$ cat src/inc/host_port_pkg.sv
package host_port_pkg;

  localparam int WORD_W = 8;
  localparam int SYNC_W = 14;

  // opcodes of the write class; the read class is a single code
  localparam logic [7:0] OP_READ = 8'h00;
  localparam logic [7:0] OP_SEL_SURROUND = 8'h85;
  localparam logic [7:0] OP_SEL_PCM = 8'h86;
  localparam logic [7:0] OP_SEL_MPEG = 8'h87;
  localparam logic [7:0] OP_SEL_NOISE = 8'h83;
  localparam logic [7:0] OP_SEL_USER = 8'h88;
  localparam logic [7:0] OP_RUN = 8'h8A;
  localparam logic [7:0] OP_MUTE = 8'h8B;
  localparam logic [7:0] OP_UNMUTE = 8'h89;
  localparam logic [7:0] OP_HALT = 8'h8C;
  localparam logic [7:0] OP_HALT_FLUSH = 8'h8D;
  localparam logic [7:0] OP_STATUS = 8'h8E;
  localparam logic [7:0] OP_RX_STATUS = 8'h8F;
  localparam logic [7:0] OP_GET_TIME = 8'h9A;
  localparam logic [7:0] OP_NOOP = 8'h80;
  localparam logic [7:0] OP_PLL_TABLE = 8'h98;
  localparam logic [7:0] OP_PLL_CONFIG = 8'h99;
  localparam logic [7:0] OP_CONFIG = 8'h82;
  localparam logic [7:0] OP_SET_TIME = 8'h97;
  localparam logic [7:0] OP_VERSION = 8'h81;
  localparam logic [7:0] OP_LOADER = 8'h90;
  localparam logic [7:0] OP_TX_STATUS = 8'h95;
  localparam logic [7:0] OP_PARAMS = 8'h96;
  localparam logic [7:0] OP_EXEC = 8'h91;
  localparam logic [7:0] OP_SPARE_IO = 8'h92;
  localparam logic [7:0] OP_MEM_WRITE = 8'h93;
  localparam logic [7:0] OP_MEM_READ = 8'h94;

  // parameter word counts
  localparam logic [7:0] NP_0 = 8'h00;
  localparam logic [7:0] NP_1 = 8'h01;
  localparam logic [7:0] NP_4 = 8'h04;
  localparam logic [7:0] NP_6 = 8'h06;
  localparam logic [7:0] NP_7 = 8'h07;
  localparam logic [7:0] NP_8 = 8'h08;

  // response word: expected words high nibble, status low nibble
  localparam int RESP_EXP_LSB = 4;
  localparam int ST_UNKNOWN = 0;
  localparam int ST_PARAM = 1;
  localparam int ST_READ = 2;
  localparam int ST_OK = 3;
  localparam logic [7:0] RESP_IDLE = 8'h00;

  // two-wire address bits that are not strapped from host pins
  localparam logic [6:0] TW_ADDR_FIXED = 7'h40;
  localparam int TW_ADDR_SI_BIT = 5;
  localparam int TW_ADDR_SS_BIT = 4;
  localparam logic [3:0] BIT_LAST = 4'h7;

  typedef enum logic [4:0]
  {
    CT_NONE = 5'b00001,
    CT_PRIMARY = 5'b00010,
    CT_OPERATE = 5'b00100,
    CT_SETUP = 5'b01000,
    CT_READ = 5'b10000
  } cmd_type_t;

  typedef struct packed
  {
    logic known;
    cmd_type_t kind;
    logic [7:0] params;
  } op_info_t;

  typedef struct packed
  {
    logic valid;
    logic is_param;
    cmd_type_t kind;
    logic [WORD_W-1:0] data;
  } host_cmd_t;

  typedef struct packed
  {
    logic [5:0] spare_en;
    logic [5:0] spare_oe;
    logic [5:0] spare_val;
    logic fault;
    logic data_req;
  } pin_cfg_t;

  function automatic op_info_t op_lookup(input logic [7:0] op);
    op_info_t r;
    r = '{known: 1'b1, kind: CT_SETUP, params: NP_0};
    case (op)
      OP_READ: r.kind = CT_READ;
      OP_SEL_SURROUND, OP_SEL_PCM, OP_SEL_MPEG, OP_SEL_NOISE, OP_SEL_USER:
        r = '{known: 1'b1, kind: CT_PRIMARY, params: NP_8};
      OP_RUN, OP_MUTE, OP_UNMUTE, OP_HALT, OP_HALT_FLUSH, OP_STATUS,
      OP_RX_STATUS, OP_GET_TIME, OP_NOOP:
        r.kind = CT_OPERATE;
      OP_PLL_TABLE: r.params = NP_6;
      OP_PLL_CONFIG, OP_LOADER, OP_PARAMS: r.params = NP_1;
      OP_CONFIG: r.params = NP_8;
      OP_SET_TIME, OP_MEM_WRITE, OP_MEM_READ: r.params = NP_7;
      OP_VERSION: r.params = NP_0;
      OP_TX_STATUS, OP_EXEC, OP_SPARE_IO: r.params = NP_4;
      default: r = '{known: 1'b0, kind: CT_NONE, params: NP_0};
    endcase
    return r;
  endfunction

endpackage

$ cat src/core/host_command_port.sv
module host_command_port
  import host_port_pkg::*;
(
  input wire logic clk_sys, // core clock
  input wire logic rst, // synchronous reset
  input wire logic sck_scl_i, // host link clock
  input wire logic si_i, // spi data in, strap at reset
  input wire logic ss_n_i, // spi slave select, strap at reset
  input wire logic so_sda_i, // level seen on shared data pin
  output logic so_sda_o, // shared data pin value
  output logic so_sda_oe_n, // low while driving shared data pin
  input wire logic front_channel_data_out_i, // link mode strap
  input wire logic ext_irq_i, // external interrupt request
  input wire logic vector_block_select_i, // vector block placement
  input wire logic bypass_i, // pll bypass request
  input wire logic mute_in_or_spare_pin_five_i, // pin level
  output logic mute_in_or_spare_pin_five_o, // pin value
  output logic mute_in_or_spare_pin_five_oe_n, // low drives
  input wire logic fault_out_or_spare_pin_one_i, // pin level
  output logic fault_out_or_spare_pin_one_o, // pin value
  output logic fault_out_or_spare_pin_one_oe_n, // low drives
  input wire logic data_request_or_spare_pin_zero_i, // pin level
  output logic data_request_or_spare_pin_zero_o, // pin value
  output logic data_request_or_spare_pin_zero_oe_n, // low drives
  input wire logic [2:0] spare_pin_hi_i, // pins four..two level
  output logic [2:0] spare_pin_hi_o, // pins four..two value
  output logic [2:0] spare_pin_hi_oe_n, // low drives
  input pin_cfg_t pin_cfg_i, // core pin programming
  input wire logic [7:0] reply_data_i, // core reply for reads
  output host_cmd_t cmd_o, // decoded word to the core
  output logic [5:0] spare_in_o, // synchronised pin levels
  output logic mute_o, // mute request
  output logic core_irq_o, // interrupt to core
  output logic vector_sel_o, // vector block placement
  output logic pll_bypass_o, // select crystal as core clock
  output logic core_half_clock_out, // core clock divided by two
  output logic spi_mode_o, // strapped link mode
  output logic [6:0] twowire_slave_address // strapped address
);

  typedef enum logic [5:0]
  {
    TW_IDLE = 6'b000001,
    TW_ADDR = 6'b000010,
    TW_ACK = 6'b000100,
    TW_WRITE = 6'b001000,
    TW_READ = 6'b010000,
    TW_RACK = 6'b100000
  } tw_state_t;

  logic [SYNC_W-1:0] raw_s, syn_s;
  logic sck_s, si_s, ss_n_s, sda_s, strap_s;
  logic sck_prev_q, sda_prev_q;
  logic sck_rise, sck_fall, tw_start, tw_stop;

  assign raw_s = {spare_pin_hi_i, mute_in_or_spare_pin_five_i,
    fault_out_or_spare_pin_one_i, data_request_or_spare_pin_zero_i,
    bypass_i, vector_block_select_i, ext_irq_i, front_channel_data_out_i,
    so_sda_i, ss_n_i, si_i, sck_scl_i};

  sync_pair #(.W(SYNC_W)) u_sync
  (
    .clk_sys(clk_sys),
    .async_in(raw_s),
    .sync_out(syn_s)
  );

  assign sck_s = syn_s[0];
  assign si_s = syn_s[1];
  assign ss_n_s = syn_s[2];
  assign sda_s = syn_s[3];
  assign strap_s = syn_s[4];
  assign sck_rise = sck_s & ~sck_prev_q;
  assign sck_fall = ~sck_s & sck_prev_q;
  assign tw_start = sck_s & sda_prev_q & ~sda_s;
  assign tw_stop = sck_s & ~sda_prev_q & sda_s;

  // ---- straps, pins and clock output ----
  logic spi_mode_q, spi_mode_d;
  logic [6:0] addr_q, addr_d;
  logic [5:0] pin_o_q, pin_o_d, pin_oe_n_q, pin_oe_n_d;
  logic half_q;
  logic sda_o_d, sda_oe_n_d;
  logic [7:0] spi_tx_q;
  logic tw_pull_q;
  logic [5:0] spare_in_d;

  always_comb
  begin
    spi_mode_d = spi_mode_q;
    addr_d = addr_q;
    // straps follow the pins while reset is held, then freeze
    if (rst)
    begin
      spi_mode_d = strap_s;
      addr_d = TW_ADDR_FIXED;
      addr_d[TW_ADDR_SI_BIT] = si_s;
      addr_d[TW_ADDR_SS_BIT] = ss_n_s;
    end
    for (int i = 0; i < 6; i++)
    begin
      pin_o_d[i] = pin_cfg_i.spare_val[i];
      pin_oe_n_d[i] = ~(pin_cfg_i.spare_en[i] & pin_cfg_i.spare_oe[i]);
    end
    if (!pin_cfg_i.spare_en[0])
    begin
      pin_o_d[0] = pin_cfg_i.data_req;
      pin_oe_n_d[0] = 1'b0;
    end
    if (!pin_cfg_i.spare_en[1])
    begin
      pin_o_d[1] = pin_cfg_i.fault;
      pin_oe_n_d[1] = 1'b0;
    end
    spare_in_d = {syn_s[10], syn_s[13:11], syn_s[9], syn_s[8]};
    // spi drives only while selected; two-wire is open drain
    if (spi_mode_q)
    begin
      sda_o_d = spi_tx_q[7];
      sda_oe_n_d = ss_n_s;
    end
    else
    begin
      sda_o_d = 1'b0;
      sda_oe_n_d = ~tw_pull_q;
    end
  end

  always_ff @(posedge clk_sys)
  begin
    spi_mode_q <= spi_mode_d;
    addr_q <= addr_d;
    if (rst)
    begin
      pin_o_q <= '0;
      pin_oe_n_q <= '1;
      half_q <= 1'b0;
      so_sda_o <= 1'b0;
      so_sda_oe_n <= 1'b1;
      spare_in_o <= '0;
      mute_o <= 1'b0;
      core_irq_o <= 1'b0;
      vector_sel_o <= 1'b0;
      pll_bypass_o <= 1'b0;
    end
    else
    begin
      pin_o_q <= pin_o_d;
      pin_oe_n_q <= pin_oe_n_d;
      half_q <= ~half_q;
      so_sda_o <= sda_o_d;
      so_sda_oe_n <= sda_oe_n_d;
      spare_in_o <= spare_in_d;
      mute_o <= ~pin_cfg_i.spare_en[5] & syn_s[10];
      core_irq_o <= syn_s[5];
      vector_sel_o <= syn_s[6];
      // the clock switch itself sits in the clock unit
      pll_bypass_o <= syn_s[7];
    end
  end

  assign data_request_or_spare_pin_zero_o = pin_o_q[0];
  assign data_request_or_spare_pin_zero_oe_n = pin_oe_n_q[0];
  assign fault_out_or_spare_pin_one_o = pin_o_q[1];
  assign fault_out_or_spare_pin_one_oe_n = pin_oe_n_q[1];
  assign spare_pin_hi_o = pin_o_q[4:2];
  assign spare_pin_hi_oe_n = pin_oe_n_q[4:2];
  assign mute_in_or_spare_pin_five_o = pin_o_q[5];
  assign mute_in_or_spare_pin_five_oe_n = pin_oe_n_q[5];
  assign core_half_clock_out = half_q;
  assign spi_mode_o = spi_mode_q;
  assign twowire_slave_address = addr_q;

  // ---- command interpreter, shared by both links ----
  logic word_stb;
  logic [7:0] word_in;
  logic [7:0] left_q, left_d;
  logic [7:0] resp_q, resp_d;
  host_cmd_t cmd_d;
  op_info_t info;

  always_comb
  begin
    info = op_lookup(word_in);
    left_d = left_q;
    resp_d = resp_q;
    cmd_d = '{valid: 1'b0, is_param: 1'b0, kind: CT_NONE, data: word_in};
    if (word_stb)
    begin
      cmd_d.valid = 1'b1;
      resp_d = RESP_IDLE;
      if (left_q != '0)
      begin
        left_d = left_q - 8'h01;
        cmd_d.is_param = 1'b1;
        resp_d[ST_PARAM] = 1'b1;
        resp_d[ST_OK] = 1'b1;
        resp_d[7:RESP_EXP_LSB] = left_d[3:0];
      end
      else if (info.kind == CT_READ)
      begin
        cmd_d.kind = CT_READ;
        resp_d = reply_data_i;
      end
      else
      begin
        cmd_d.kind = info.kind;
        left_d = info.params;
        resp_d[ST_UNKNOWN] = ~info.known;
        resp_d[ST_OK] = info.known;
        resp_d[7:RESP_EXP_LSB] = info.params[3:0];
      end
    end
  end

  always_ff @(posedge clk_sys)
  begin
    if (rst)
    begin
      left_q <= '0;
      resp_q <= RESP_IDLE;
      cmd_o <= '{valid: 1'b0, is_param: 1'b0, kind: CT_NONE, data: '0};
    end
    else
    begin
      left_q <= left_d;
      resp_q <= resp_d;
      cmd_o <= cmd_d;
    end
  end

  // ---- spi slave, mode 0, msb first ----
  logic [2:0] spi_cnt_q, spi_cnt_d;
  logic [6:0] spi_rx_q, spi_rx_d;
  logic [7:0] spi_tx_d, spi_pipe_q, spi_pipe_d;
  logic spi_stb;
  logic [7:0] spi_word;

  always_comb
  begin
    spi_cnt_d = spi_cnt_q;
    spi_rx_d = spi_rx_q;
    spi_tx_d = spi_tx_q;
    spi_pipe_d = spi_pipe_q;
    spi_stb = 1'b0;
    spi_word = {spi_rx_q, si_s};
    if (!spi_mode_q || ss_n_s)
      spi_cnt_d = '0;
    else if (sck_rise)
    begin
      spi_rx_d = spi_word[6:0];
      spi_cnt_d = spi_cnt_q + 3'd1;
      if (spi_cnt_q == BIT_LAST[2:0])
      begin
        spi_stb = 1'b1;
        // one stage plus the shifter gives a two-word lag
        spi_tx_d = spi_pipe_q;
        spi_pipe_d = resp_d;
      end
    end
    else if (sck_fall && spi_cnt_q != '0)
      spi_tx_d = {spi_tx_q[6:0], 1'b0};
  end

  always_ff @(posedge clk_sys)
  begin
    if (rst)
    begin
      spi_cnt_q <= '0;
      spi_rx_q <= '0;
      spi_tx_q <= RESP_IDLE;
      spi_pipe_q <= RESP_IDLE;
      // follow the live levels so release shows no false edge
      sck_prev_q <= sck_s;
      sda_prev_q <= sda_s;
    end
    else
    begin
      spi_cnt_q <= spi_cnt_d;
      spi_rx_q <= spi_rx_d;
      spi_tx_q <= spi_tx_d;
      spi_pipe_q <= spi_pipe_d;
      sck_prev_q <= sck_s;
      sda_prev_q <= sda_s;
    end
  end

  // ---- two-wire slave, half duplex ----
  tw_state_t tw_q, tw_d;
  logic [3:0] tw_cnt_q, tw_cnt_d;
  logic [7:0] tw_sh_q, tw_sh_d;
  logic tw_rd_q, tw_rd_d, tw_ackon_q, tw_ackon_d, tw_pull_d;
  logic tw_stb;
  logic [7:0] tw_byte;

  always_comb
  begin
    tw_d = tw_q;
    tw_cnt_d = tw_cnt_q;
    tw_sh_d = tw_sh_q;
    tw_rd_d = tw_rd_q;
    tw_ackon_d = tw_ackon_q;
    tw_pull_d = tw_pull_q;
    tw_stb = 1'b0;
    tw_byte = {tw_sh_q[6:0], sda_s};
    if (spi_mode_q || tw_stop)
    begin
      tw_d = TW_IDLE;
      tw_pull_d = 1'b0;
    end
    else if (tw_start)
    begin
      tw_d = TW_ADDR;
      tw_cnt_d = '0;
      tw_pull_d = 1'b0;
    end
    else
    begin
      unique case (tw_q)
        TW_IDLE: ;
        TW_ADDR, TW_WRITE:
          if (sck_rise)
          begin
            tw_sh_d = tw_byte;
            tw_cnt_d = tw_cnt_q + 4'd1;
            if (tw_cnt_q == BIT_LAST)
            begin
              tw_cnt_d = '0;
              tw_ackon_d = 1'b0;
              tw_d = TW_ACK;
              if (tw_q == TW_WRITE)
                tw_stb = 1'b1;
              else if (tw_byte[7:1] == addr_q)
                tw_rd_d = tw_byte[0];
              else
                tw_d = TW_IDLE;
            end
          end
        TW_ACK:
          if (sck_fall)
          begin
            tw_ackon_d = ~tw_ackon_q;
            tw_pull_d = ~tw_ackon_q;
            if (tw_ackon_q)
            begin
              tw_d = tw_rd_q ? TW_READ : TW_WRITE;
              // no lag here: the latest response is returned
              tw_sh_d = resp_q;
              tw_pull_d = tw_rd_q & ~resp_q[7];
            end
          end
        TW_READ:
          if (sck_fall)
          begin
            tw_cnt_d = tw_cnt_q + 4'd1;
            tw_sh_d = {tw_sh_q[6:0], 1'b0};
            tw_pull_d = ~tw_sh_q[6];
            if (tw_cnt_q == BIT_LAST)
            begin
              tw_pull_d = 1'b0;
              tw_ackon_d = 1'b0;
              tw_d = TW_RACK;
            end
          end
        TW_RACK:
          if (sck_rise)
          begin
            tw_ackon_d = ~sda_s;
            if (sda_s)
              tw_d = TW_IDLE;
          end
          else if (sck_fall && tw_ackon_q)
          begin
            tw_cnt_d = '0;
            tw_sh_d = resp_q;
            tw_pull_d = ~resp_q[7];
            tw_d = TW_READ;
          end
      endcase
    end
  end

  always_ff @(posedge clk_sys)
  begin
    if (rst)
    begin
      tw_q <= TW_IDLE;
      tw_cnt_q <= '0;
      tw_sh_q <= '0;
      tw_rd_q <= 1'b0;
      tw_ackon_q <= 1'b0;
      tw_pull_q <= 1'b0;
    end
    else
    begin
      tw_q <= tw_d;
      tw_cnt_q <= tw_cnt_d;
      tw_sh_q <= tw_sh_d;
      tw_rd_q <= tw_rd_d;
      tw_ackon_q <= tw_ackon_d;
      tw_pull_q <= tw_pull_d;
    end
  end

  assign word_stb = spi_stb | tw_stb;
  assign word_in = spi_mode_q ? spi_word : tw_byte;

endmodule

$ cat src/core/sync_pair.sv
module sync_pair
  import host_port_pkg::*;
#(
  parameter int W = 1
)
(
  input wire logic clk_sys, // sampling clock
  input wire logic [W-1:0] async_in, // levels from other domains
  output logic [W-1:0] sync_out // two-flop synchronised levels
);

  logic [W-1:0] meta_q;

  // first stage feeds only the second stage
  // no reset: straps must see live pin levels while reset is held
  always_ff @(posedge clk_sys)
  begin
    meta_q <= async_in;
    sync_out <= meta_q;
  end

endmodule

$ cat config.mk
export PLATFORM = sky130hd
export DESIGN_NAME = host_command_port
export DESIGN_NICKNAME = d
export VERILOG_FILES = /design/src/inc/host_port_pkg.sv /design/src/core/host_command_port.sv /design/src/core/sync_pair.sv
export SDC_FILE = /design/constraint.sdc
export NUM_CORES = 1
export LEC_CHECK = 0
export BUFFER_PORTS_ARGS = -buffer_cell sky130_fd_sc_hd__buf_4
export CORE_MARGIN = 1.5
export CORE_UTILIZATION = 35
export CTS_CLUSTER_DIAMETER = 80
export CTS_CLUSTER_SIZE = 28
export DETAILED_ROUTE_END_ITERATION = 16
export GPL_TIMING_DRIVEN = 0
export RECOVER_POWER = 25
export SETUP_SLACK_MARGIN = 0.2
export SLEW_MARGIN = 30
export SYNTH_ARGS = -nofsm -noshare
export SYNTH_HDL_FRONTEND = slang
export SYNTH_SLANG_ARGS = --single-unit
$ cat constraint.sdc
create_clock -name clk_sys -period 2.6 [get_ports clk_sys]
set_input_delay 0.26 -clock clk_sys [delete_from_list [all_inputs] [get_ports clk_sys]]
set_output_delay 0.26 -clock clk_sys [all_outputs]
set_load 0.03 [all_outputs]
==> key figures, run 1 <==
STA
  – Slew HR: 0.575
  – Max Fclk: 426 MHz
  – Least-Margin Pin Slew: 0.628 ns
  – TNS Setup: 0 ns
  – Final Setup Violations: 0
  – RSZ-0062 raised after global routing: yes
  – Final Hold Vio Count: 0
  – Final slew viol count: 0
  – Final WS setup: 0.252 ns
  – Clock skew: 0.00722 ns
  – Tmin final: 2.35 ns
  – Fraction of the cycle the final worst path needs: 0.903

Synth
  – Synth async-reset ratio: 0
  – Most used DFF post-synth: dfxtp_1
  – Leading area contributor after synthesis: dfxtp_1
  – Syn avg cell area: 9.32 µm²
  – Top post-synthesis cells by area: dfxtp_1, nor2_1, mux2i_1, a21oi_1, nand2_1
  – Syn Inst Count: 619
  – Synth top area share: 0.458
  – Register area share after synthesis: 0.474
  – Post-synth EDFFs: 3
  – Post-synth cell types: 77
  – Post-synthesis register bit count: 135
  – Synth Warn #: 0
  – Mapped cell area: 0.00577 mm²

Worst setup path
  – Worst Path Class, Setup: reg2reg
  – R2R cell count: 8
  – Worst-path fanout max: 10
  – Startpoint Class: register
  – CP Data Required Time: 2.89 ns
  – Worst EP arrival: 2.64 ns
  – Worst setup EP type: register

Clock tree
  – Clock Tree Root: clkbuf_16
  – Clk slew on worst S/H paths: 0.06 ns
  – TritonCTS buffer count: 17
  – Clock sink total: 135
  – CTS tree: yes
  – Clock tree buffer depth: 2
  – H-tree depth: 4
  – Clk_lat worst skew: 0.42 ns

Die
  – I/O pin cnt: 92
  – Die Y: 131 µm
  – Core area: 0.0160 mm²
  – Die width: 131 µm
  – Starting Density: 0.361
  – Die ar.: 0.0173 mm²
  – Row count: 46

Final layout
  – Syn-to-layout area delta: 34.3%
  – Layout cells sized above 1: 0.256
  – Final Util: 0.484
  – Layout net count: 809
  – Antenna cells: 0

Global routing
  – Tot GR Track Use: 0.191
  – Initial antenna violation count: 0
  – First-pass GRT wire length: 26.0 mm
  – Gr ovfl total: 0
  – Pin count of the biggest net entering global routing: 17
  – Vias in the first global route: 5006

Power
  – Clock group share of total power: 0.497
  – Leakage: 3.12 nW
  – Power Density: 647 mW/mm²
  – Comb pwr share: 0.073
  – Psw: 1.14 mW
  – Sw Ratio: 0.227
  – Internal: 3.87 mW
  – Reg power frac: 0.430
  – Worst vdd ir: 0.000440 V

Place
  – HPWL after DPL: 11.4 mm
  – PortBufs: 86
  – Pre-CTS setup slack: -0.257 ns
  – Placer Congestion: 0.901

Detailed routing
  – DRT Pass-1 Iters: 5
  – 1st-iter DRT viols: 340
  – Routed len/inst: 16.6 µm
  – Post-route antenna net violation count: 0
  – DRC Markers: 0
  – Vias per cell: 5.22
  – Vias: 5161
  – WL final: 16.4 mm

Status
  – Outcome: finished clean

Min path
  – Worst hold path cell count: 2
  – HP Class: in2reg

Run
  – Max-cap violations: 0
power groups by stage:
stage               clock network (mW)  registers, mW  logic [mW]
finish                            2.49           2.15       0.368
global route                      2.63           2.16       0.395
CTS                               2.55           2.15       0.363
detailed placement                   0           2.20       0.331
global placement                     0           2.20       0.329
floorplan                            0           2.24       0.147
routing by layer:
| layer | vias up | routed length [µm] | track usage |
|---|---|---|---|
| li1 | 2470 | - | - |
| met1 | 2487 | 7120 | 0.236 |
| met2 | 177 | 8070 | 0.321 |
| met3 | 27 | 930 | 0.0471 |
| met4 | 0 | 306 | 0.0716 |
| met5 | - | 0 | 0 |
cell type report:
type                       instances  area, µm²
clock buffer                      21        472
buffer                            42        309
tap                              216        270
multi-input combinational        430       2860
inverter                          15       56.3
fill                            1546       8250
timing repair buffer             119        901
sequential                       135       2730
clock inverter                    10        143
what timing repair did:
action                                  CTS  global route
pin swaps                                 2            10
hold endpoints to repair                 15             0
gates cloned                              0             0
endpoints found under the setup margin   38            41
setup buffers                             6            12
gates resized for setup                  21            25
hold buffers                             15             0
synth_stat cells (6+ instances only):
cell type / instances
buf_2: 6
buf_4: 7
a21o_1: 10
xor2_1: 10
dfxtp_1: 132
nand2b_1: 6
nand3_1: 11
nor3_1: 20
nor2b_1: 20
nand3b_1: 13
o21ai_0: 15
clkbuf_1: 13
mux2i_1: 26
nor2_1: 76
a211oi_1: 11
inv_1: 15
a21oi_1: 45
mux2_2: 9
nand2_1: 46
per-stage QoR:
stage	cell area, µm²	hold slack (ns)	cells	power (mW)
6_report	7750	0.0350	988	5.01
5_1_grt	7750	0.0178	988	5.18
4_1_cts	7590	0.0119	976	5.06
3_5_place_dp	6700	0.312	924	2.53
3_3_place_gp	6700	0.310	924	2.52
2_1_floorplan	5780	0.288	622	2.38
worst max-delay path: stages (launching register included):
cell and delay [ns]:
dfxtp_1 0.34, buf_6 0.15, or4_4 0.54, nor3b_4 0.26, nor4bb_4 0.10, a2111o_1 0.41, buf_6 0.16, mux2i_2 0.21
nor2_1 0.06
state kept, by name, summed over array words and instances, names as in the netlist, 2 cells and up:
signal	count
left_q	8
tw_q	6
spi_cnt_q	3
tw_cnt_q	4
pin_oe_n_q	6
resp_q	8
spare_in_o	6
spi_rx_q	7
u_sync.meta_q	14
pin_o_q	6
spi_tx_q	8
u_sync.sync_out	14
cmd_o	15
spi_pipe_q	8
twowire_slave_address	2
tw_sh_q	7
logic make-up (layout without fill, tap and decap cells):
| group | Yosys count | count (layout) | synth area share |
|---|---|---|---|
| simple gates | 239 | 239 | 0.221 |
| flops | 135 | 135 | 0.474 |
| compound gates | 132 | 132 | 0.151 |
| buf+inv | 57 | 207 | 0.0588 |
| mux | 35 | 35 | 0.0627 |
| xor+xnor | 14 | 14 | 0.0213 |
| fa+ha+maj | 5 | 5 | 0.0108 |
| other cells | 2 | 5 | 0.00130 |
cell usage in the layout (no fill, tap or decap), types with 10 or more instances in the layout:
| cell type | instances |
|---|---|
| nand3_1 | 10 |
| nand3b_1 | 13 |
| mux2i_1 | 19 |
| xor2_1 | 10 |
| a211oi_1 | 10 |
| dfxtp_1 | 132 |
| clkbuf_16 | 18 |
| nor2b_1 | 20 |
| buf_4 | 89 |
| a21oi_1 | 42 |
| nand2_1 | 44 |
| clkbuf_4 | 16 |
| dlygate4sd3_1 | 15 |
| nor2_1 | 76 |
| inv_1 | 15 |
| nor3_1 | 20 |
| o21ai_0 | 14 |
| clkbuf_1 | 19 |
worst paths after layout:
kind | to | slack (ns) | start
setup / recovery | tw_sh_q[1]$_SDFFE_PP0P_ | 0.25 | tw_q[2]$_SDFFE_PP0P_
hold / removal | pin_oe_n_q[3]$_SDFF_PP1_ | 0.04 | pin_cfg_i[11]
setup reg to reg | tw_sh_q[1]$_SDFFE_PP0P_ | 0.25 | tw_q[2]$_SDFFE_PP0P_
hold reg to reg | u_sync.sync_out[12]$_DFF_P_ | 0.33 | u_sync.meta_q[12]$_DFF_P_
Note: power is estimated with default switching activity, not from simulation.
==> inputs of run 2 (changes only) <==
--- a/config.mk
+++ b/config.mk
@@ -17,4 +17,5 @@
 export SLEW_MARGIN = 30
 export SYNTH_ARGS = -nofsm -noshare
 export SYNTH_HDL_FRONTEND = slang
+export SYNTH_HIERARCHICAL = 1
 export SYNTH_SLANG_ARGS = --single-unit
==> run 2 against run 1 <==
Effect of this change: power shrank 1.9%; critical endpoint is now resp_q[0]$_SDFF_PP0_; count of clock-buffer cells in the layout down 3; critical path depth did not move; highest routed layer unchanged; sequential share of layout area down 0.16 points.
==> key figures, run 2 <==
STA
  – Final Setup Violations: 0 (unchanged)
  – Fraction of the cycle the final worst path needs: 0.957 (+0.0540)
  – Tmin final: 2.49 ns (+0.140 ns)
  – Final Hold Vio Count: 0 (unchanged)
  – Least-Margin Pin Slew: 0.691 ns (+0.0624 ns)
  – RSZ-0062 raised after global routing: yes
  – Final slew viol count: 0 (unchanged)
  – Clock skew: 0.00832 ns (+0.00110 ns)
  – Max Fclk: 402 MHz (-5.6%)
  – TNS Setup: 0 ns (unchanged)
  – Slew HR: 0.539 (-0.0359)
  – Final WS setup: 0.112 ns (-0.140 ns)

Global routing
  – First-pass GRT wire length: 24.8 mm (-4.4%)
  – Gr ovfl total: 0 (unchanged)
  – Pin count of the biggest net entering global routing: 17 (unchanged)
  – Tot GR Track Use: 0.183 (-0.00787)
  – Vias in the first global route: 4777 (-4.6%)
  – Initial antenna violation count: 0 (unchanged)

Detailed routing
  – WL final: 16.0 mm (-2.6%)
  – 1st-iter DRT viols: 292 (-14%)
  – DRC Markers: 0 (unchanged)
  – Vias per cell: 5.10 (-2.5%)
  – Vias: 5019 (-2.8%)
  – Routed len/inst: 16.2 µm (-2.4%)
  – Post-route antenna net violation count: 0 (unchanged)
  – DRT Pass-1 Iters: 5 (unchanged)

Die
  – Starting Density: 0.361 (about the same)
  – Die Y: 131 µm (-0.15%)
  – Die width: 131 µm (-0.15%)
  – Row count: 46 (unchanged)
  – Core area: 0.0159 mm² (-0.36%)
  – Die ar.: 0.0172 mm² (-0.30%)
  – I/O pin cnt: 92 (unchanged)

Final layout
  – Commonest cells after routing, fill and taps aside: dfxtp_1, buf_4, nor2_1, nand2_1, a21oi_1
  – Layout net count: 805 (-0.49%)
  – Multi-input logic area: 0.00289 mm² (+0.87%)
  – Antenna cells: 0 (unchanged)
  – Biggest register: cmd_o
  – Reg area: 0.00273 mm² (unchanged)
  – Syn-to-layout area delta: 35.3%
  – Most common cell after layout, fill and taps aside: dfxtp_1
  – Filler instances: 1451 (-6.1%)
  – Layout cells sized above 1: 0.287 (+0.0309)
  – Max FFs per register: 15 (unchanged)
  – Final Util: 0.488 (+0.00394)
  – Largest regs: cmd_o (15), u_sync/meta_q (14), u_sync/sync_out (14)
  – Final Non-Filler Cells: 985 (-0.30%)

Power
  – Comb pwr share: 0.080 (+0.007)
  – Clock group share of total power: 0.484 (-0.013)
  – Power Density: 632 mW/mm² (-2.3%)
  – Leakage: 3.18 nW (+1.8%)
  – Psw: 1.23 mW (+7.8%)
  – Worst vdd ir: 0.000507 V (+15%)
  – Sw Ratio: 0.249 (+0.0224)
  – Reg power frac: 0.436 (+0.006)
  – Internal: 3.69 mW (-4.7%)

Clock tree
  – Clock Tree Root: clkbuf_16
  – Clock tree buffer depth: 2 (unchanged)
  – Clk_lat worst skew: 0.42 ns (about the same)
  – CTS tree: yes
  – H-tree depth: 4 (unchanged)
  – Clk slew on worst S/H paths: 0.06 ns (about the same)
  – TritonCTS buffer count: 17 (unchanged)
  – Clock sink total: 135 (unchanged)

Synth
  – Top-count cell post-synth: dfxtp_1
  – Syn Inst Count: 610 (-1.5%)
  – Synth top area share: 0.459 (+0.00139)
  – Post-synth top cells: dfxtp_1, nor2_1, nand2_1
  – Syn avg cell area: 9.43 µm² (+1.2%)
  – Top post-synthesis cells by area: dfxtp_1, mux2i_1, nor2_1, a21oi_1, nand2_1
  – Register area share after synthesis: 0.475 (+0.00144)
  – Post-synth cell types: 80 (+3.9%)
  – Mapped cell area: 0.00575 mm² (-0.30%)
  – Leading area contributor after synthesis: dfxtp_1
  – Synth async-reset ratio: 0 (unchanged)
  – Post-synth EDFFs: 3 (unchanged)
  – Post-synthesis register bit count: 135 (unchanged)
  – Most used DFF post-synth: dfxtp_1
  – Synth Warn #: 6 (+6)

Worst setup path
  – Worst Path Class, Setup: reg2reg
  – CP Data Required Time: 2.93 ns (+0.04 ns)
  – Worst EP arrival: 2.81 ns (+0.17 ns)
  – Worst-path fanout max: 6 (-4)
  – Worst setup EP type: register
  – Startpoint Class: register

Status
  – Outcome: finished clean

Place
  – # placed instances: 915 (-0.97%)
  – Placer Congestion: 0.868 (-3.7%)
  – PortBufs: 86 (unchanged)
  – Pre-CTS setup slack: -0.0115 ns (+0.246 ns)
  – HPWL after DPL: 10.9 mm (-4.6%)

Run
  – Max-cap violations: 0 (unchanged)

Min path
  – HP Class: in2reg
==> run 2: stage by stage <==
step	instance area, µm²	hold WS (ns)	total power [mW]
floorplan	5760	0.288	2.39
global placement	6680	0.310	2.53
detailed placement	6680	0.312	2.54
CTS	7500	0.00497	4.93
global route	7780	0.00701	5.09
finish	7780	0.0239	4.92
==> run 2: cells by family (layout without fill, tap and decap cells) <==
group	count (synthesis)	count (layout)	synth area share
mux	41	41	0.0742
buf+inv	61	217	0.0533
other cells	2	5	0.00131
flops	135	135	0.475
fa+ha+maj	5	5	0.0109
xor+xnor	13	13	0.0198
compound gates	118	118	0.149
simple gates	235	235	0.216
==> run 2: path summary, 6_finish.rpt <==
path | from | to | slack [ns] | cells after the start
min | pin_cfg_i[12] | pin_oe_n_q[4]$_SDFF_PP1_ | 0.02 | 2
min reg2reg | u_sync/meta_q[3]$_DFF_P_ | u_sync/sync_out[3]$_DFF_P_ | 0.32 | 0
max reg2reg | spi_mode_o$_DFFE_PP_ | resp_q[0]$_SDFF_PP0_ | 0.11 | 8
max | spi_mode_o$_DFFE_PP_ | resp_q[0]$_SDFF_PP0_ | 0.11 | 8
==> run 2: layer usage <==
| metal | wire (µm) | vias to the layer above | global-route usage |
|---|---|---|---|
| met1 | 7090 | 2404 | 0.228 |
| met4 | 198 | 0 | 0.0618 |
| met5 | 0 | - | 0 |
| met3 | 810 | 20 | 0.0513 |
| met2 | 7890 | 152 | 0.304 |
| li1 | - | 2443 | - |
==> run 2: final cells by class <==
class | count | area share
Multi-Input combinational cell | 417 | 0.371
Sequential cell | 135 | 0.351
Timing Repair Buffer | 124 | 0.122
Clock buffer | 18 | 0.0579
Buffer | 44 | 0.0367
Tap cell | 216 | 0.0347
Clock inverter | 14 | 0.0177
Inverter | 17 | 0.00868
==> run 2: repair_timing <==
action	CTS	global route
setup endpoints to repair	33	37
hold endpoints to repair	15	0
buffers inserted	2	21
pin swaps	2	12
hold buffers	15	0
gates resized for setup	12	43
==> run 2: power groups by stage <==
stage | clock network (mW) | logic [mW] | registers (mW)
finish | 2.38 | 0.394 | 2.15
detailed placement | 0 | 0.344 | 2.19
global placement | 0 | 0.342 | 2.19
CTS | 2.42 | 0.366 | 2.15
global route | 2.52 | 0.420 | 2.15
floorplan | 0 | 0.159 | 2.23
==> run 2: worst max-delay path, cell delays in order, from the launching register on <==
cell and delay (ns):
edfxtp_1 0.38, buf_6 0.15, buf_12 0.13, buf_6 0.12
clkinvlp_4 0.18, a311oi_4 0.37, a311oi_2 0.17, or4_4 0.60
a311oi_1 0.29
==> inputs of run 3 (changes only) <==
==> constraint.sdc (replaced) <==
create_clock -name clk_sys -period 2.1 [get_ports clk_sys]
set_input_delay 0.21 -clock clk_sys [delete_from_list [all_inputs] [get_ports clk_sys]]
set_output_delay 0.21 -clock clk_sys [all_outputs]
set_load 0.03 [all_outputs]
==> run 3 against run 2 <==
Effect of this change: the flow now finishes with violations (negative setup slack); sequential power increased by 24%; hold slack about the same; maximum frequency increased by 7.6%; utilization increased by 7.6 points; first-iteration DRC count is 11% lower; via count grew 7.3%; cell count up 6.1%; die area stayed put; global-route usage increased by 1.2 points.
==> key figures, run 3 (same netlist as run 2, synthesis figures left out) <==
STA
  – Slew HR: 0.513 (-0.0268)
  – TNS Setup: -3.18 ns (-3.18 ns)
  – Max Fclk: 432 MHz (+7.6%)
  – Final Hold Vio Count: 0 (unchanged)
  – Clock skew: 0.0141 ns (+0.00574 ns)
  – Final Setup Violations: 35 (+35)
  – Final WS setup: -0.212 ns (-0.324 ns)
  – Least-Margin Pin Slew: 0.731 ns (+0.0403 ns)
  – RSZ-0062 raised after global routing: yes
  – Worst hold slack: 0.0235 ns (-0.000342 ns)
  – Tmin final: 2.31 ns (-0.176 ns)
  – Fraction of the cycle the final worst path needs: 1.10 (+0.144)
  – Final slew viol count: 0 (unchanged)

Die
  – Row count: 46 (unchanged)
  – Die ar.: 0.0172 mm² (unchanged)
  – I/O pin cnt: 92 (unchanged)
  – Die width: 131 µm (unchanged)
  – Starting Density: 0.361 (unchanged)
  – Core area: 0.0159 mm² (unchanged)
  – Die Y: 131 µm (unchanged)

Final layout
  – Most common cell after layout, fill and taps aside: dfxtp_1
  – Largest regs: cmd_o (15), u_sync/meta_q (14), u_sync/sync_out (14)
  – Antenna cells: 0 (unchanged)
  – Biggest register: cmd_o
  – Layout cells sized above 1: 0.426 (+0.138)
  – Design area: 0.00899 mm² (+16%)
  – Commonest cells after routing, fill and taps aside: dfxtp_1, buf_4, nor2_1, nand2_1, buf_6
  – Layout net count: 865 (+7.5%)
  – Final Util: 0.564 (+0.0758)
  – Syn-to-layout area delta: 56.3%
  – Final Non-Filler Cells: 1045 (+6.1%)
  – Max FFs per register: 15 (unchanged)

Global routing
  – Gr ovfl total: 0 (unchanged)
  – Vias in the first global route: 5394 (+13%)
  – Initial antenna violation count: 0 (unchanged)
  – Tot GR Track Use: 0.195 (+0.0121)
  – Pin count of the biggest net entering global routing: 17 (unchanged)
  – First-pass GRT wire length: 26.9 mm (+8.3%)

Clock tree
  – TritonCTS buffer count: 17 (unchanged)
  – Clock Tree Root: clkbuf_16
  – H-tree depth: 4 (unchanged)
  – Clock sink total: 135 (unchanged)
  – Clk_lat worst skew: 0.43 ns (about the same)
  – Clock tree buffer depth: 2 (unchanged)
  – CTS tree: yes
  – Clk slew on worst S/H paths: 0.07 ns (about the same)

Place
  – HPWL after DPL: 10.9 mm (-0.47%)
  – Pre-CTS setup slack: -0.510 ns (-0.499 ns)
  – Placer Congestion: 0.886 (+2.1%)
  – Placed Area: 0.00685 mm² (+2.5%)
  – PortBufs: 86 (unchanged)
  – # placed instances: 915 (unchanged)

Detailed routing
  – Post-route antenna net violation count: 0 (unchanged)
  – Routed len/inst: 16.7 µm (+2.9%)
  – DRT Pass-1 Iters: 5 (unchanged)
  – Vias: 5383 (+7.3%)
  – Vias per cell: 5.15 (+1.1%)
  – 1st-iter DRT viols: 260 (-11%)
  – DRC Markers: 0 (unchanged)
  – WL final: 17.5 mm (+9.2%)

Worst setup path
  – Worst setup EP type: register
  – R2r setup slk: -0.21 ns (-0.32 ns)
  – Worst Path Class, Setup: reg2reg
  – Crit path cell chain: buf_6 -> or3b_4 -> a2bb2o_4 -> or3_4 -> buf_8 -> buf_4 -> o2111ai_1 -> a31oi_2 -> nor3_1
  – CP Data Required Time: 2.44 ns (-0.49 ns)
  – Startpoint Class: register
  – Slowest CP cell: or3b_4
  – Slowest stage delay, CP: 0.41 ns (-0.19 ns)
  – Worst-path fanout max: 7 (+1)
  – Worst EP arrival: 2.66 ns (-0.15 ns)

Power
  – Worst vdd ir: 0.000539 V (+6.3%)
  – Leakage: 3.65 nW (+15%)
  – Pwr Total: 6.19 mW (+26%)
  – Power Density: 688 mW/mm² (+8.9%)

Min path
  – HP Class: in2reg

Run
  – Max-cap violations: 0 (unchanged)

Status
  – Outcome: complete, but fails checks
  – Failing checks: negative setup slack
-- run 3: changes by cell type in the layout (fill, tap and decap cells not counted), moves of 10 or more --
| cell | change |
|---|---|
| buf_4 | +31 |
| a21oi_1 | -12 |
| dlygate4sd3_1 | +14 |
| a21oi_2 | +11 |
| buf_6 | +29 |
| nor2_1 | -10 |
-- run 3: area by class of cell --
cell class / count / area (µm²)
Inverter: 17 / 67.6
Tap cell: 216 / 270
Multi-Input combinational cell: 417 / 3380
Fill cell: 1325 / 6950
Buffer: 44 / 393
Clock buffer: 19 / 464
Sequential cell: 135 / 2740
Timing Repair Buffer: 184 / 1550
Clock inverter: 13 / 124
-- run 3: worst paths after layout --
kind	startpoint	endpoint	cells past startpoint
max reg2reg	spi_mode_o$_DFFE_PP_	left_q[3]$_SDFFE_PP0P_	9
min reg2reg	u_sync/meta_q[1]$_DFF_P_	u_sync/sync_out[1]$_DFF_P_	0
min	pin_cfg_i[0]	pin_o_q[0]$_SDFF_PP0_	3
max	spi_mode_o$_DFFE_PP_	left_q[3]$_SDFFE_PP0P_	9
-- run 3: timing repair --
action                                 CTS  global route
setup endpoints to repair               64            66
cloned                                   2             1
endpoints found under the hold margin   28             0
resized for setup                      101            70
setup buffers                           45            21
hold buffers                            29             0
pin swaps                               33            38
-- run 3: report_power, final --
group          internal (mW)  switching, mW  leakage, nW
Combinational          0.283          0.307         2.25
Clock                   1.67           1.27        0.289
Sequential              2.63         0.0270         1.11
-- run 3: layer usage --
| metal | global-route usage | share of wire | up-vias | wire length [µm] |
|---|---|---|---|---|
| met4 | 0.0905 | 0.029 | 0 | 504 |
| met3 | 0.0525 | 0.052 | 40 | 908 |
| li1 | - | - | 2549 | - |
| met5 | 0 | 0 | - | 0 |
| met2 | 0.339 | 0.51 | 184 | 8820 |
| met1 | 0.223 | 0.41 | 2610 | 7220 |
-- run 3: critical path: cells and delay by family (launching register included) --
kind | cells | cell delay, ns
buffers and inverters | 3 | 0.45
and+or+nand+nor | 3 | 0.94
DFF | 1 | 0.38
AOI/OAI and AO/OA | 3 | 0.46
